===== src/pkg/orx_defs.vh =====
/*
  constants for the octal receiver configuration/status register bank:
  spi opcodes, configuration field positions, reset values, timing counts.
  assumes inclusion by bare name from design files.
*/
`ifndef ORX_DEFS_VH
`define ORX_DEFS_VH

`define ORX_OP_LABEL_READ 4'h2
`define ORX_OP_FIFO_READ 4'h3
`define ORX_OP_CFG_WRITE 4'h4
`define ORX_OP_CFG_READ 4'h5
`define ORX_OP_STATUS_READ 4'h6
`define ORX_OP_MASTER_RESET 4'h7

`define ORX_CFG_RATE 0
`define ORX_CFG_FLAG 1
`define ORX_CFG_FILTER 2
`define ORX_CFG_CHRST 3
`define ORX_CFG_PARITY 4
`define ORX_CFG_LOOP 5
`define ORX_CFG_DECODE 6
`define ORX_CFG_CMP10 7
`define ORX_CFG_CMP9 8
`define ORX_CFG_ORDER 9
`define ORX_CFG_USED_MASK 16'h03ff
`define ORX_CFG_RESET 16'h0000

`define ORX_DIV_HIGH 10
`define ORX_DIV_LOW 80
`define ORX_OPCODE_BITS 8
`define ORX_CFG_BITS 16
`define ORX_WORD_BITS 32

`endif


===== src/design/orx_regs.v =====
/*
  register bank of an eight-channel serial word receiver, reached over the
  spi port: per-channel configuration, shared fifo status, flags, word
  reads with label order mapping. the line receivers are outside; each
  channel offers received 32-bit words on rx_word/rx_valid.
  assumes spi pins asynchronous to clock; sck is oversampled (>= 8x).
*/
// How it works
// - eight 16-bit configuration registers written by opcode n4, channel in upper nibble
// - a configuration write empties that channel's receive fifo
// - opcode n5 returns the addressed channel's configuration
// - bit 0 picks rate: clear divides reference by 10, set by 80
// - bit 1 clear: flag when fifo not empty; set: flag when fifo full
// - bit 2 enables label filtering, bit 4 enables odd parity check
// - bit 3 set clears receiver and fifo and holds the channel disabled
// - bit 5 clear feeds the receiver from the self-test serial output
// - bit 6 set accepts only words whose bits 10 and 9 match compare bits
// - bit 7 is required word bit 10, bit 8 required word bit 9
// - bit 9 clear reverses the 8-bit label, set keeps received order
// - bits 15..10 ignore writes and always read zero
// - one shared 16-bit status register read by opcode 6
// - status bits 7..0 are one when fifo of receiver 8..1 is empty
// - flag-definition clear: flag high whenever fifo not empty
// - status bit 8 is receiver 1 full; flag follows it when bit 1 set
// - status bits 15..9 are full for receivers 8..2
// - label bits reordered per order bit, bits 9 to 32 pass straight
// - combined flag is the or of the eight channel flags
// - master reset clears receivers and fifos, keeps configuration
`include "orx_defs.vh"
module orx_regs #(
  parameter CHANNELS = 8,
  parameter DEPTH = 4
) (
  input wire clock,
  input wire reset,
  input wire spi_cs_n,
  input wire spi_sck,
  input wire spi_si,
  output reg spi_so,
  input wire master_reset_pin,
  input wire [CHANNELS*32-1:0] rx_word,
  input wire [CHANNELS-1:0] rx_valid,
  output reg [CHANNELS-1:0] rx_accept,
  output reg [CHANNELS-1:0] channel_fifo_flag,
  output reg flag_any,
  output reg [CHANNELS-1:0] rate_low_speed,
  output reg [CHANNELS-1:0] label_filter_enable,
  output reg [CHANNELS-1:0] parity_check_enable,
  output reg [CHANNELS-1:0] loopback_active,
  output reg [CHANNELS-1:0] receiver_clear,
  output reg master_clear
);

  localparam ST_OPCODE = 2'd0;
  localparam ST_WDATA = 2'd1;
  localparam ST_RDATA = 2'd2;
  localparam ST_IDLE = 2'd3;

  // three-stage sync; select and data changes count once stages two and three agree, sck edges as soon as they differ
  reg [2:0] cs_s_q;
  reg [2:0] sck_s_q;
  reg [2:0] si_s_q;
  reg cs_n_q;
  reg sck_q;
  reg si_q;

  reg [15:0] cfg_q [0:CHANNELS-1];
  reg [31:0] fifo_q [0:CHANNELS*DEPTH-1];
  reg [2:0] cnt_q [0:CHANNELS-1];
  reg [1:0] rd_q [0:CHANNELS-1];
  reg [1:0] wr_q [0:CHANNELS-1];

  reg [1:0] state_q;
  reg [7:0] op_q;
  reg [6:0] bitcnt_q;
  reg [31:0] shreg_q;
  reg [6:0] rd_len_q;
  reg [15:0] status_w;
  reg mr_q;
  reg cs_was_q;
  // the master reset pin is asynchronous like the spi pins
  reg [2:0] mr_s_q;
  reg mr_pin_q;
  reg [CHANNELS-1:0] pop_hit;
  reg [CHANNELS-1:0] cfg_hit;
  // one loop variable per process keeps every variable to a single driver
  integer i_st;
  integer i_hit;
  integer i_cfg;
  integer i_ff;
  integer i_acc;
  integer i_out;

  function [31:0] label_map;
    input [31:0] w;
    input keep_order;
    integer k;
    begin
      label_map = w;
      // bit 0 of w is the first received bit; reversed order swaps the label
      if (!keep_order) begin
        for (k = 0; k < 8; k = k + 1) begin
          label_map[k] = w[7-k];
        end
      end
    end
  endfunction

  function word_ok;
    input [31:0] w;
    input [15:0] c;
    begin
      word_ok = 1'b1;
      if (c[`ORX_CFG_DECODE] && (w[9] != c[`ORX_CFG_CMP10] || w[8] != c[`ORX_CFG_CMP9]))
        word_ok = 1'b0;
      if (c[`ORX_CFG_PARITY] && !(^w))
        word_ok = 1'b0;
    end
  endfunction

  wire sck_rise = sck_s_q[1] & ~sck_s_q[2] & ~cs_n_q;
  wire sck_fall = ~sck_s_q[1] & sck_s_q[2] & ~cs_n_q;
  // a frame starts only when the filtered select goes low
  wire cs_start = cs_was_q & ~cs_n_q;
  wire [3:0] op_ch = op_q[7:4] - 4'h1;
  wire op_ch_ok = (op_q[7:4] >= 4'h1) && (op_q[7:4] <= CHANNELS);
  wire [7:0] op_next = {op_q[6:0], si_q};
  wire [3:0] nch = op_next[7:4] - 4'h1;
  wire nch_ok = (op_next[7:4] >= 4'h1) && (op_next[7:4] <= CHANNELS);
  wire cfg_done = (state_q == ST_WDATA) && sck_rise && (bitcnt_q == 7'd15) &&
                  (op_q[3:0] == `ORX_OP_CFG_WRITE) && op_ch_ok;
  wire pop_start = sck_rise && (state_q == ST_OPCODE) && (bitcnt_q == 7'd7) &&
                   (op_next[3:0] == `ORX_OP_FIFO_READ) && nch_ok;

  always @* begin
    for (i_st = 0; i_st < CHANNELS; i_st = i_st + 1) begin
      status_w[i_st] = (cnt_q[i_st] == 3'd0);
      status_w[8+i_st] = (cnt_q[i_st] == DEPTH);
    end
  end

  // per-channel strobes; a read of an empty fifo leaves its pointers alone
  always @* begin
    for (i_hit = 0; i_hit < CHANNELS; i_hit = i_hit + 1) begin
      pop_hit[i_hit] = pop_start && (nch[2:0] == i_hit) && (cnt_q[i_hit] != 3'd0);
      cfg_hit[i_hit] = cfg_done && (op_ch[2:0] == i_hit);
    end
  end

  always @(posedge clock) begin
    cs_s_q <= {cs_s_q[1:0], spi_cs_n};
    sck_s_q <= {sck_s_q[1:0], spi_sck};
    si_s_q <= {si_s_q[1:0], spi_si};
    mr_s_q <= {mr_s_q[1:0], master_reset_pin};
    if (reset) begin
      cs_n_q <= 1'b1;
      cs_was_q <= 1'b1;
      sck_q <= 1'b0;
      si_q <= 1'b0;
      mr_pin_q <= 1'b0;
    end else begin
      cs_was_q <= cs_n_q;
      if (mr_s_q[1] == mr_s_q[2])
        mr_pin_q <= mr_s_q[2];
      if (cs_s_q[1] == cs_s_q[2])
        cs_n_q <= cs_s_q[2];
      if (sck_s_q[1] == sck_s_q[2])
        sck_q <= sck_s_q[2];
      if (si_s_q[1] == si_s_q[2])
        si_q <= si_s_q[2];
    end
  end

  // spi instruction engine
  always @(posedge clock) begin
    if (reset) begin
      state_q <= ST_IDLE;
      op_q <= 8'h00;
      bitcnt_q <= 7'd0;
      shreg_q <= 32'h0000_0000;
      rd_len_q <= 7'd0;
      spi_so <= 1'b0;
      mr_q <= 1'b0;
    end else begin
      mr_q <= 1'b0;
      if (cs_n_q) begin
        state_q <= ST_IDLE;
        spi_so <= 1'b0;
      end else if (cs_start) begin
        // a refused or finished instruction stays idle until the next select
        state_q <= ST_OPCODE;
        bitcnt_q <= 7'd0;
      end
      if (!cs_n_q && state_q != ST_IDLE) begin
        case (state_q)
          ST_OPCODE: begin
            if (sck_rise) begin
              op_q <= op_next;
              bitcnt_q <= bitcnt_q + 7'd1;
              if (bitcnt_q == 7'd7) begin
                bitcnt_q <= 7'd0;
                state_q <= ST_IDLE;
                case (op_next[3:0])
                  `ORX_OP_CFG_WRITE: begin
                    if (nch_ok)
                      state_q <= ST_WDATA;
                  end
                  `ORX_OP_CFG_READ: begin
                    if (nch_ok) begin
                      state_q <= ST_RDATA;
                      shreg_q <= {cfg_q[nch[2:0]] & `ORX_CFG_USED_MASK, 16'h0000};
                      rd_len_q <= 7'd16;
                    end
                  end
                  `ORX_OP_STATUS_READ: begin
                    state_q <= ST_RDATA;
                    shreg_q <= 32'h0000_0000;
                    rd_len_q <= 7'd16;
                  end
                  `ORX_OP_FIFO_READ: begin
                    if (nch_ok) begin
                      state_q <= ST_RDATA;
                      rd_len_q <= 7'd32;
                      shreg_q <= 32'h0000_0000;
                      if (cnt_q[nch[2:0]] != 3'd0)
                        shreg_q <= label_map(fifo_q[nch[2:0]*DEPTH + rd_q[nch[2:0]]],
                                             cfg_q[nch[2:0]][`ORX_CFG_ORDER]);
                    end
                  end
                  `ORX_OP_MASTER_RESET: begin
                    mr_q <= 1'b1;
                  end
                  default: begin
                    state_q <= ST_IDLE;
                  end
                endcase
              end
            end
          end
          ST_WDATA: begin
            if (sck_rise) begin
              shreg_q <= {shreg_q[30:0], si_q};
              bitcnt_q <= bitcnt_q + 7'd1;
              if (bitcnt_q == 7'd15)
                state_q <= ST_IDLE;
            end
          end
          ST_RDATA: begin
            if (sck_fall) begin
              // status bits are taken live at the moment each one leaves
              if (op_q[3:0] == `ORX_OP_STATUS_READ)
                spi_so <= status_w[4'd15 - bitcnt_q[3:0]];
              else
                spi_so <= shreg_q[31];
              if (op_q[3:0] != `ORX_OP_STATUS_READ)
                shreg_q <= {shreg_q[30:0], 1'b0};
              bitcnt_q <= bitcnt_q + 7'd1;
              if (bitcnt_q == rd_len_q)
                state_q <= ST_IDLE;
            end
          end
          default: begin
            state_q <= ST_IDLE;
          end
        endcase
      end
    end
  end

  // configuration survives master reset; only the clock reset clears it
  always @(posedge clock) begin
    for (i_cfg = 0; i_cfg < CHANNELS; i_cfg = i_cfg + 1) begin
      if (reset)
        cfg_q[i_cfg] <= `ORX_CFG_RESET;
      else if (cfg_hit[i_cfg])
        cfg_q[i_cfg] <= {shreg_q[14:0], si_q} & `ORX_CFG_USED_MASK;
    end
  end

  // receive fifos
  always @(posedge clock) begin
    for (i_ff = 0; i_ff < CHANNELS; i_ff = i_ff + 1) begin
      if (reset || mr_q || mr_pin_q || cfg_q[i_ff][`ORX_CFG_CHRST] || cfg_hit[i_ff]) begin
        cnt_q[i_ff] <= 3'd0;
        rd_q[i_ff] <= 2'd0;
        wr_q[i_ff] <= 2'd0;
      end else begin
        // pointers wrap at four words; the count tells full from empty
        if (rx_accept[i_ff]) begin
          fifo_q[i_ff*DEPTH + wr_q[i_ff]] <= rx_word[i_ff*32 +: 32];
          wr_q[i_ff] <= wr_q[i_ff] + 2'd1;
        end
        if (pop_hit[i_ff])
          rd_q[i_ff] <= rd_q[i_ff] + 2'd1;
        // a push and a pop in one cycle leave the count as it is
        if (rx_accept[i_ff] && !pop_hit[i_ff])
          cnt_q[i_ff] <= cnt_q[i_ff] + 3'd1;
        else if (!rx_accept[i_ff] && pop_hit[i_ff])
          cnt_q[i_ff] <= cnt_q[i_ff] - 3'd1;
      end
    end
  end

  always @* begin
    for (i_acc = 0; i_acc < CHANNELS; i_acc = i_acc + 1) begin
      rx_accept[i_acc] = rx_valid[i_acc] && !cfg_q[i_acc][`ORX_CFG_CHRST] && !mr_pin_q &&
                         (cnt_q[i_acc] != DEPTH) &&
                         word_ok(rx_word[i_acc*32 +: 32], cfg_q[i_acc]);
    end
  end

  // control outputs and flags, registered
  always @(posedge clock) begin
    if (reset) begin
      channel_fifo_flag <= {CHANNELS{1'b0}};
      flag_any <= 1'b0;
      rate_low_speed <= {CHANNELS{1'b0}};
      label_filter_enable <= {CHANNELS{1'b0}};
      parity_check_enable <= {CHANNELS{1'b0}};
      loopback_active <= {CHANNELS{1'b0}};
      receiver_clear <= {CHANNELS{1'b1}};
      master_clear <= 1'b1;
    end else begin
      master_clear <= mr_q | mr_pin_q;
      for (i_out = 0; i_out < CHANNELS; i_out = i_out + 1) begin
        channel_fifo_flag[i_out] <= cfg_q[i_out][`ORX_CFG_FLAG] ? status_w[8+i_out] :
                                    ~status_w[i_out];
        rate_low_speed[i_out] <= cfg_q[i_out][`ORX_CFG_RATE];
        label_filter_enable[i_out] <= cfg_q[i_out][`ORX_CFG_FILTER];
        parity_check_enable[i_out] <= cfg_q[i_out][`ORX_CFG_PARITY];
        loopback_active[i_out] <= ~cfg_q[i_out][`ORX_CFG_LOOP];
        receiver_clear[i_out] <= cfg_q[i_out][`ORX_CFG_CHRST] | mr_q | mr_pin_q;
      end
      flag_any <= |channel_fifo_flag;
    end
  end

endmodule


===== config.mk =====
export PLATFORM = sky130hd
export DESIGN_NAME = orx_regs
export DESIGN_NICKNAME = d
export VERILOG_FILES = /design/src/design/orx_regs.v
export VERILOG_INCLUDE_DIRS = /design/src /design/src/pkg
export SDC_FILE = /design/constraint.sdc
export NUM_CORES = 2
export LEC_CHECK = 0
export ABC_AREA = 1
export BUFFER_PORTS_ARGS = -buffer_cell sky130_fd_sc_hd__buf_2
export CORE_ASPECT_RATIO = 0.9
export CORE_MARGIN = 2
export CORE_UTILIZATION = 46
export CTS_CLUSTER_SIZE = 16
export DETAILED_ROUTE_END_ITERATION = 8
export MAX_ROUTING_LAYER = met4
export PLACE_DENSITY_LB_ADDON = 0.12
export SLEW_MARGIN = 20
export SYNTH_ARGS = -nofsm -noshare
export SYNTH_HDL_FRONTEND = slang
export SYNTH_SLANG_ARGS = --single-unit

===== constraint.sdc =====
create_clock -name clock -period 3.9 [get_ports clock]
set_input_delay 0.975 -clock clock [delete_from_list [all_inputs] [get_ports clock]]
set_output_delay 0.975 -clock clock [all_outputs]
set_load 0.02 [all_outputs]

[Word-level counts from Yosys, hierarchy flattened]
Memory sizes are Yosys's and may differ from the RTL's.
Index checks and enable logic that the tools add are counted.
Storage, ports and cells
  flip-flop bits (word level): 124
  bits in writable memories: 1160
  input port bits: 270
  word-level logic and storage cells: 683
  memories kept: 5
Memories
  fifo_q: depth 32, width 32, read ports 1, clocked after memory_dff 0, wr ports 8, line orx_regs.v:68  | reg [31:0] fifo_q [0:CHANNELS*DEPTH-1];
  cfg_q: depth 8, width 10, read ports 9, clocked after memory_dff 0, wr ports 8, line orx_regs.v:67  | reg [15:0] cfg_q [0:CHANNELS-1];
  cnt_q: depth 8, width 3, read ports 9, clocked after memory_dff 0, wr ports 8, line orx_regs.v:69  | reg [2:0] cnt_q [0:CHANNELS-1];
  rd_q: depth 8, width 2, read ports 9, clocked after memory_dff 0, wr ports 8, line orx_regs.v:70  | reg [1:0] rd_q [0:CHANNELS-1];
  wr_q: depth 8, width 2, read ports 8, clocked after memory_dff 0, wr ports 8, line orx_regs.v:71  | reg [1:0] wr_q [0:CHANNELS-1];
Cells by class
  add/subtract/negate cells: 44
  order comparisons: 5
  equal/unequal tests: 73
  muxes and demuxes: 253
  bitwise logic cells: 85
  reductions and logical operators: 195
Operator list (count)
  $mux 32: 8
  $reduce_xor 32->1: 8
  $pmux 32 s3: 2
  $mux 1: 178
  $logic_and 1x1->1: 99
  $mux 10: 8
  $mux 7: 9
  $or 1x1->1: 57
  $mux 2: 26
  $eq 3x3->1 const B: 16
  $mux 3: 16
  $pmux 7 s3: 2
  $logic_not 1->1: 34
  $reduce_bool 3->1: 11
  $add 2x1->2 const B: 16
  $logic_not 3->1: 10
  $ne 3x3->1 const B: 10
  $sub 3x1->3 const B: 10
  $logic_or 1x1->1: 26
  $add 3x1->3 const B: 8
  $eq 4x3->1 const B: 6
  $not 1->1: 23
  $add 5x2->5 const A: 4
  $ne 1x1->1: 16
  other kinds (32): 52

[Longest topological paths before layout]
  depth after elaboration: 16
  depth in mapped cells: 23

[Worst setup path after synthesis]
No wires, ideal clock.
  path type: input to register
  start: input port rx_word[101]
  end: memory fifo_q[12][0] (enable)
  setup time: 0.421 ns
  arrival: 3.623 ns
  data required time: 3.479 ns
  setup slack: -0.144 ns
  cell stages on the path: 11
  buffers on the path: 0
  cell sequence: xor2_1 > xnor2_1 > xnor2_1 > nor2_1 > nor2_1 > nand2_1 > nand3_1 > nand2_1 > inv_1 > nand2_1 > nor2_1
RTL lines
  from (decl): line orx_regs.v:41  | input wire [CHANNELS*32-1:0] rx_word,
  to (decl): line orx_regs.v:68

[Final worst setup path]
  start: input port rx_word[91]
  end: output port rx_accept[2]
On the way
  cells in the longest elaborated chain, start to end: 5
RTL lines
  $reduce_xor 32->1: line orx_regs.v:116  | if (c[`ORX_CFG_PARITY] && !(^w))
  $logic_not 1->1: line orx_regs.v:116
  $logic_and 1x1->1: line orx_regs.v:116
  $mux 1: line orx_regs.v:116
  $logic_and 1x1->1: line orx_regs.v:306  | rx_accept[i_acc] = rx_valid[i_acc] && !cfg_q[i_acc][`ORX_CFG_CHRST] && !mr_pin_q &&
  to (decl): line orx_regs.v:43  | output reg [CHANNELS-1:0] rx_accept,
No other way between the ends.

==> flow_summary_export.csv <==
group,metric,value,unit
critical_path,r2r_slack,0.19,ns
critical_path,cp_max_fo,5,
timing,rsz0062_at_grt,"yes",
finish,design_area,66800,um^2
finish,nets,5956,
clock_tree,insertion_delay,0.77,ns
clock_tree,cts_sinks,1279,
timing,finalCritPeriodShare,99.7,%
min_path,hp-class,"reg -> reg",
timing,period_minus_slack,3.89,ns
synth,netlist_area,56300,um^2
floorplanning,core_area,121000,um^2
clock_tree,tritoncts,"built",
global_routing,grt_pass1_wl,266,mm
routing,drcViolationCount,0,
synth,synth-main-ff-cell,"edfxtp_1",
critical_path,crit_type,"in -> out",
power_and_ir_drop,power_density,470,nW/um^2
timing,max_freq,257,MHz
clock_tree,root_buffer,"clkbuf_16",
synth,synthCells,5184,
routing,route.detailed.vias_per_inst,5.63,
synth,syn_avg_cell_area,10.9,um^2
power_and_ir_drop,vdd_drop_max,0.371,mV
clock_tree,clkTransAtPathRegs,0.05,ns
critical_path,r2r-start,"op_q[4]",
floorplanning,die_h,336,um
routing,drtIter0Drc,4557,
timing,worst_pin_slew,1.07,ns
critical_path,reg2reg_depth,16,
finish,filler_cell_count,10395,
place,place_hpwl,125,mm
global_routing,antenna_found_initial,38,
finish,multi_input_area,17400,um^2
timing,final-setup-viol-count,0,
clock_tree,cts_max_level,4,
floorplanning,initial_core_util,46.5,%
critical_path,reg2reg_to,"shreg_q[28]",
critical_path,cp.required,2.92,ns
timing,fin_worst_skew,0.0335,ns
critical_path,start_kind,"primary input",
global_routing,grt_overflow,0,
power_and_ir_drop,p_leak,0.0248,uW
synth,synth_seq_cells,1279,
timing,finalMaxSlewViolations,0,
clock_tree,clock_tree.buffer_depth,3,
critical_path,crit_end,"rx_accept[2]",
floorplanning,die-area,125000,um^2
timing,tns,0,ns
routing,drt-total-wl,183,mm
floorplanning,placementRows,121,
synth,ys_warn_count,0,
finish,seq_area,37200,um^2
critical_path,cp.arrival,2.91,ns
synth,synth_nets,5519,
global_routing,grt_usage,29.9,%
place,dpl_cell_area,62200,um^2
routing,antenna_left,0,
place,io_buffers,328,
floorplanning,io_pins,329,
clock_tree,ctsHoldBuffers,0,
synth,synthDistinctLibCells,40,
timing,slew_headroom,28.1,%
routing,avgRoutedWirePerCell,24.9,um
global_routing,grt_max_degree,112,
clock_tree,cts_buffers,138,
synth,synthArstFlopShare,0,%
timing,finalWorstSetupSlack,0.0124,ns
finish,post-route-util,55.1,%
global_routing,grt_pass1_vias,39036,
synth,ys_seq_area_share,66.0,%
routing,first_pass_iters,5,
synth,synth-edff-count,1160,
routing,routed-via-count,41435,
timing,whs,0.327,ns
place,post-place-ws,-0.492,ns
finish,syn_to_final_growth,18.6,%
floorplanning,die_x,373,um
timing,hold_violations,0,
run,max_cap_viol_count,0,
critical_path,worst_setup_path_end_kind,"output pin",
critical_path,cp-startpoint,"rx_word[91]",
outcome,outcome,"finished clean",
place,place.gp.congestion,0.901,
finish,drive_above_1_share,15.1,%
[flip-flops by register name, summed over array words and instances, names as in the netlist, 16 cells and up]
name / flops
wr_q: 16
shreg_q: 32
fifo_q: 1024
cfg_q: 80
rd_q: 16
cnt_q: 24
[stage by stage]
step	total power (uW)	cells
3_3_place_gp	18800	7077
2_1_floorplan	17200	5184
5_1_grt	32400	7343
4_1_cts	31500	7322
6_report	31400	7355
3_5_place_dp	18900	7077
[how the worst min path moves through the flow]
| stage | from | endpoint | slack, ns | cells past startpoint |
|---|---|---|---|---|
| 3_3_place_gp | cs_s_q[0] | cs_s_q[1] | 0.31 | 0 |
| 2_1_floorplan | cs_s_q[0] | cs_s_q[1] | 0.31 | 0 |
| 3_5_place_dp | cs_s_q[0] | cs_s_q[1] | 0.31 | 0 |
| 5_1_grt | master_reset_pin | mr_s_q[0] | 0.30 | 1 |
| 4_1_cts | master_reset_pin | mr_s_q[0] | 0.28 | 1 |
| 6_report | cs_s_q[0] | cs_s_q[1] | 0.33 | 0 |
[worst max-delay path, cell delays in order]
cell and delay [ns]:
buf_2 0.14, xnor2_2 0.54, xnor2_1 0.19, xnor2_1 0.28, xnor2_1 0.16, nand2_1 0.10, nand3_2 0.12, buf_12 0.11
nand2_4 0.06, inv_6 0.11, buf_6 0.12
[synth_stat cells, drive strengths merged, types with 28 or more instances]
cell	number	share of area, %
nand2	1064	7.1
buf	171	1.4
dfxtp	119	4.2
ha	64	1.4
xnor2	214	3.3
xor2	83	1.3
a21oi	104	0.92
a31oi	28	0.31
edfxtp	1160	62
inv	253	1.7
nand3	1296	12
o21ai	112	0.99
nor2	287	1.9
clkbuf	127	0.85
[layout make-up]
class                           count  share of cell area (%)
Sequential cell                  1279                    55.7
Inverter                          256                    1.48
Multi-Input combinational cell   3351                    26.1
Clock inverter                     64                   0.822
Antenna cell                       31                   0.116
Clock buffer                      180                    5.66
Timing Repair Buffer              595                    7.16
Tap cell                         1599                    2.99
[kinds of logic after synthesis]
family	after synthesis	synth area share (%)
simple gates	2706	21.2
flops	1279	66.0
fa+ha+maj	66	1.47
mux	1	0.0178
compound gates	281	2.72
xor+xnor	297	4.62
buf+inv	554	3.97
[report_power, final]
part	leakage [uW]	switching [uW]	internal [uW]
sequential	0.0116	113	15100
combinational	0.0111	2210	1270
clock	0.00213	5400	7300
[per-layer routing]
| layer | vias up | GRT usage [%] | wire length (um) |
|---|---|---|---|
| li1 | 19058 | - | - |
| met1 | 20288 | 40.0 | 75400 |
| met2 | 1759 | 45.6 | 85100 |
| met3 | 330 | 5.24 | 15600 |
| met4 | 0 | 11.8 | 7200 |
| met5 | - | - | 0 |
[placed cells by master, fill, tap and decap left out, types with 3 or more instances in the layout]
cell | synthesis | routed
o221ai_1 | 3 | 3
inv_1 | 251 | 248
nor3_1 | 19 | 19
clkinv_2 | 0 | 24
o21ai_0 | 111 | 111
nor2_4 | 0 | 32
o211ai_1 | 10 | 10
xor2_4 | 0 | 3
xnor2_2 | 0 | 14
nand3_1 | 1294 | 1293
a31oi_1 | 28 | 28
nor4_1 | 19 | 19
nand2_1 | 1063 | 1059
bufinv_16 | 0 | 7
xnor2_1 | 214 | 198
clkbuf_16 | 0 | 143
clkbuf_1 | 127 | 28
xor2_1 | 83 | 79
clkbuf_4 | 0 | 5
buf_12 | 0 | 90
nor2_1 | 287 | 255
inv_6 | 0 | 7
edfxtp_1 | 1160 | 1160
buf_2 | 103 | 324
dfxtp_1 | 119 | 118
buf_4 | 5 | 179
a211oi_1 | 6 | 5
ha_1 | 64 | 63
diode_2 | 0 | 31
clkinv_4 | 0 | 3
clkbuf_8 | 0 | 5
a21oi_1 | 104 | 104
clkinvlp_4 | 0 | 4
nand4_1 | 18 | 18
clkinv_1 | 3 | 21
o31ai_1 | 6 | 6
o22ai_1 | 6 | 6
[what timing repair did]
| action | 4_1_cts | 5_1_grt |
|---|---|---|
| gates resized for setup | 18 | 18 |
| buffers inserted | 1 | 2 |
| endpoints found under the setup margin | 3 | 6 |
| pin swaps | 2 | 4 |
| cloned | 0 | 0 |
No activity file was read; power rests on OpenSTA's default activity.
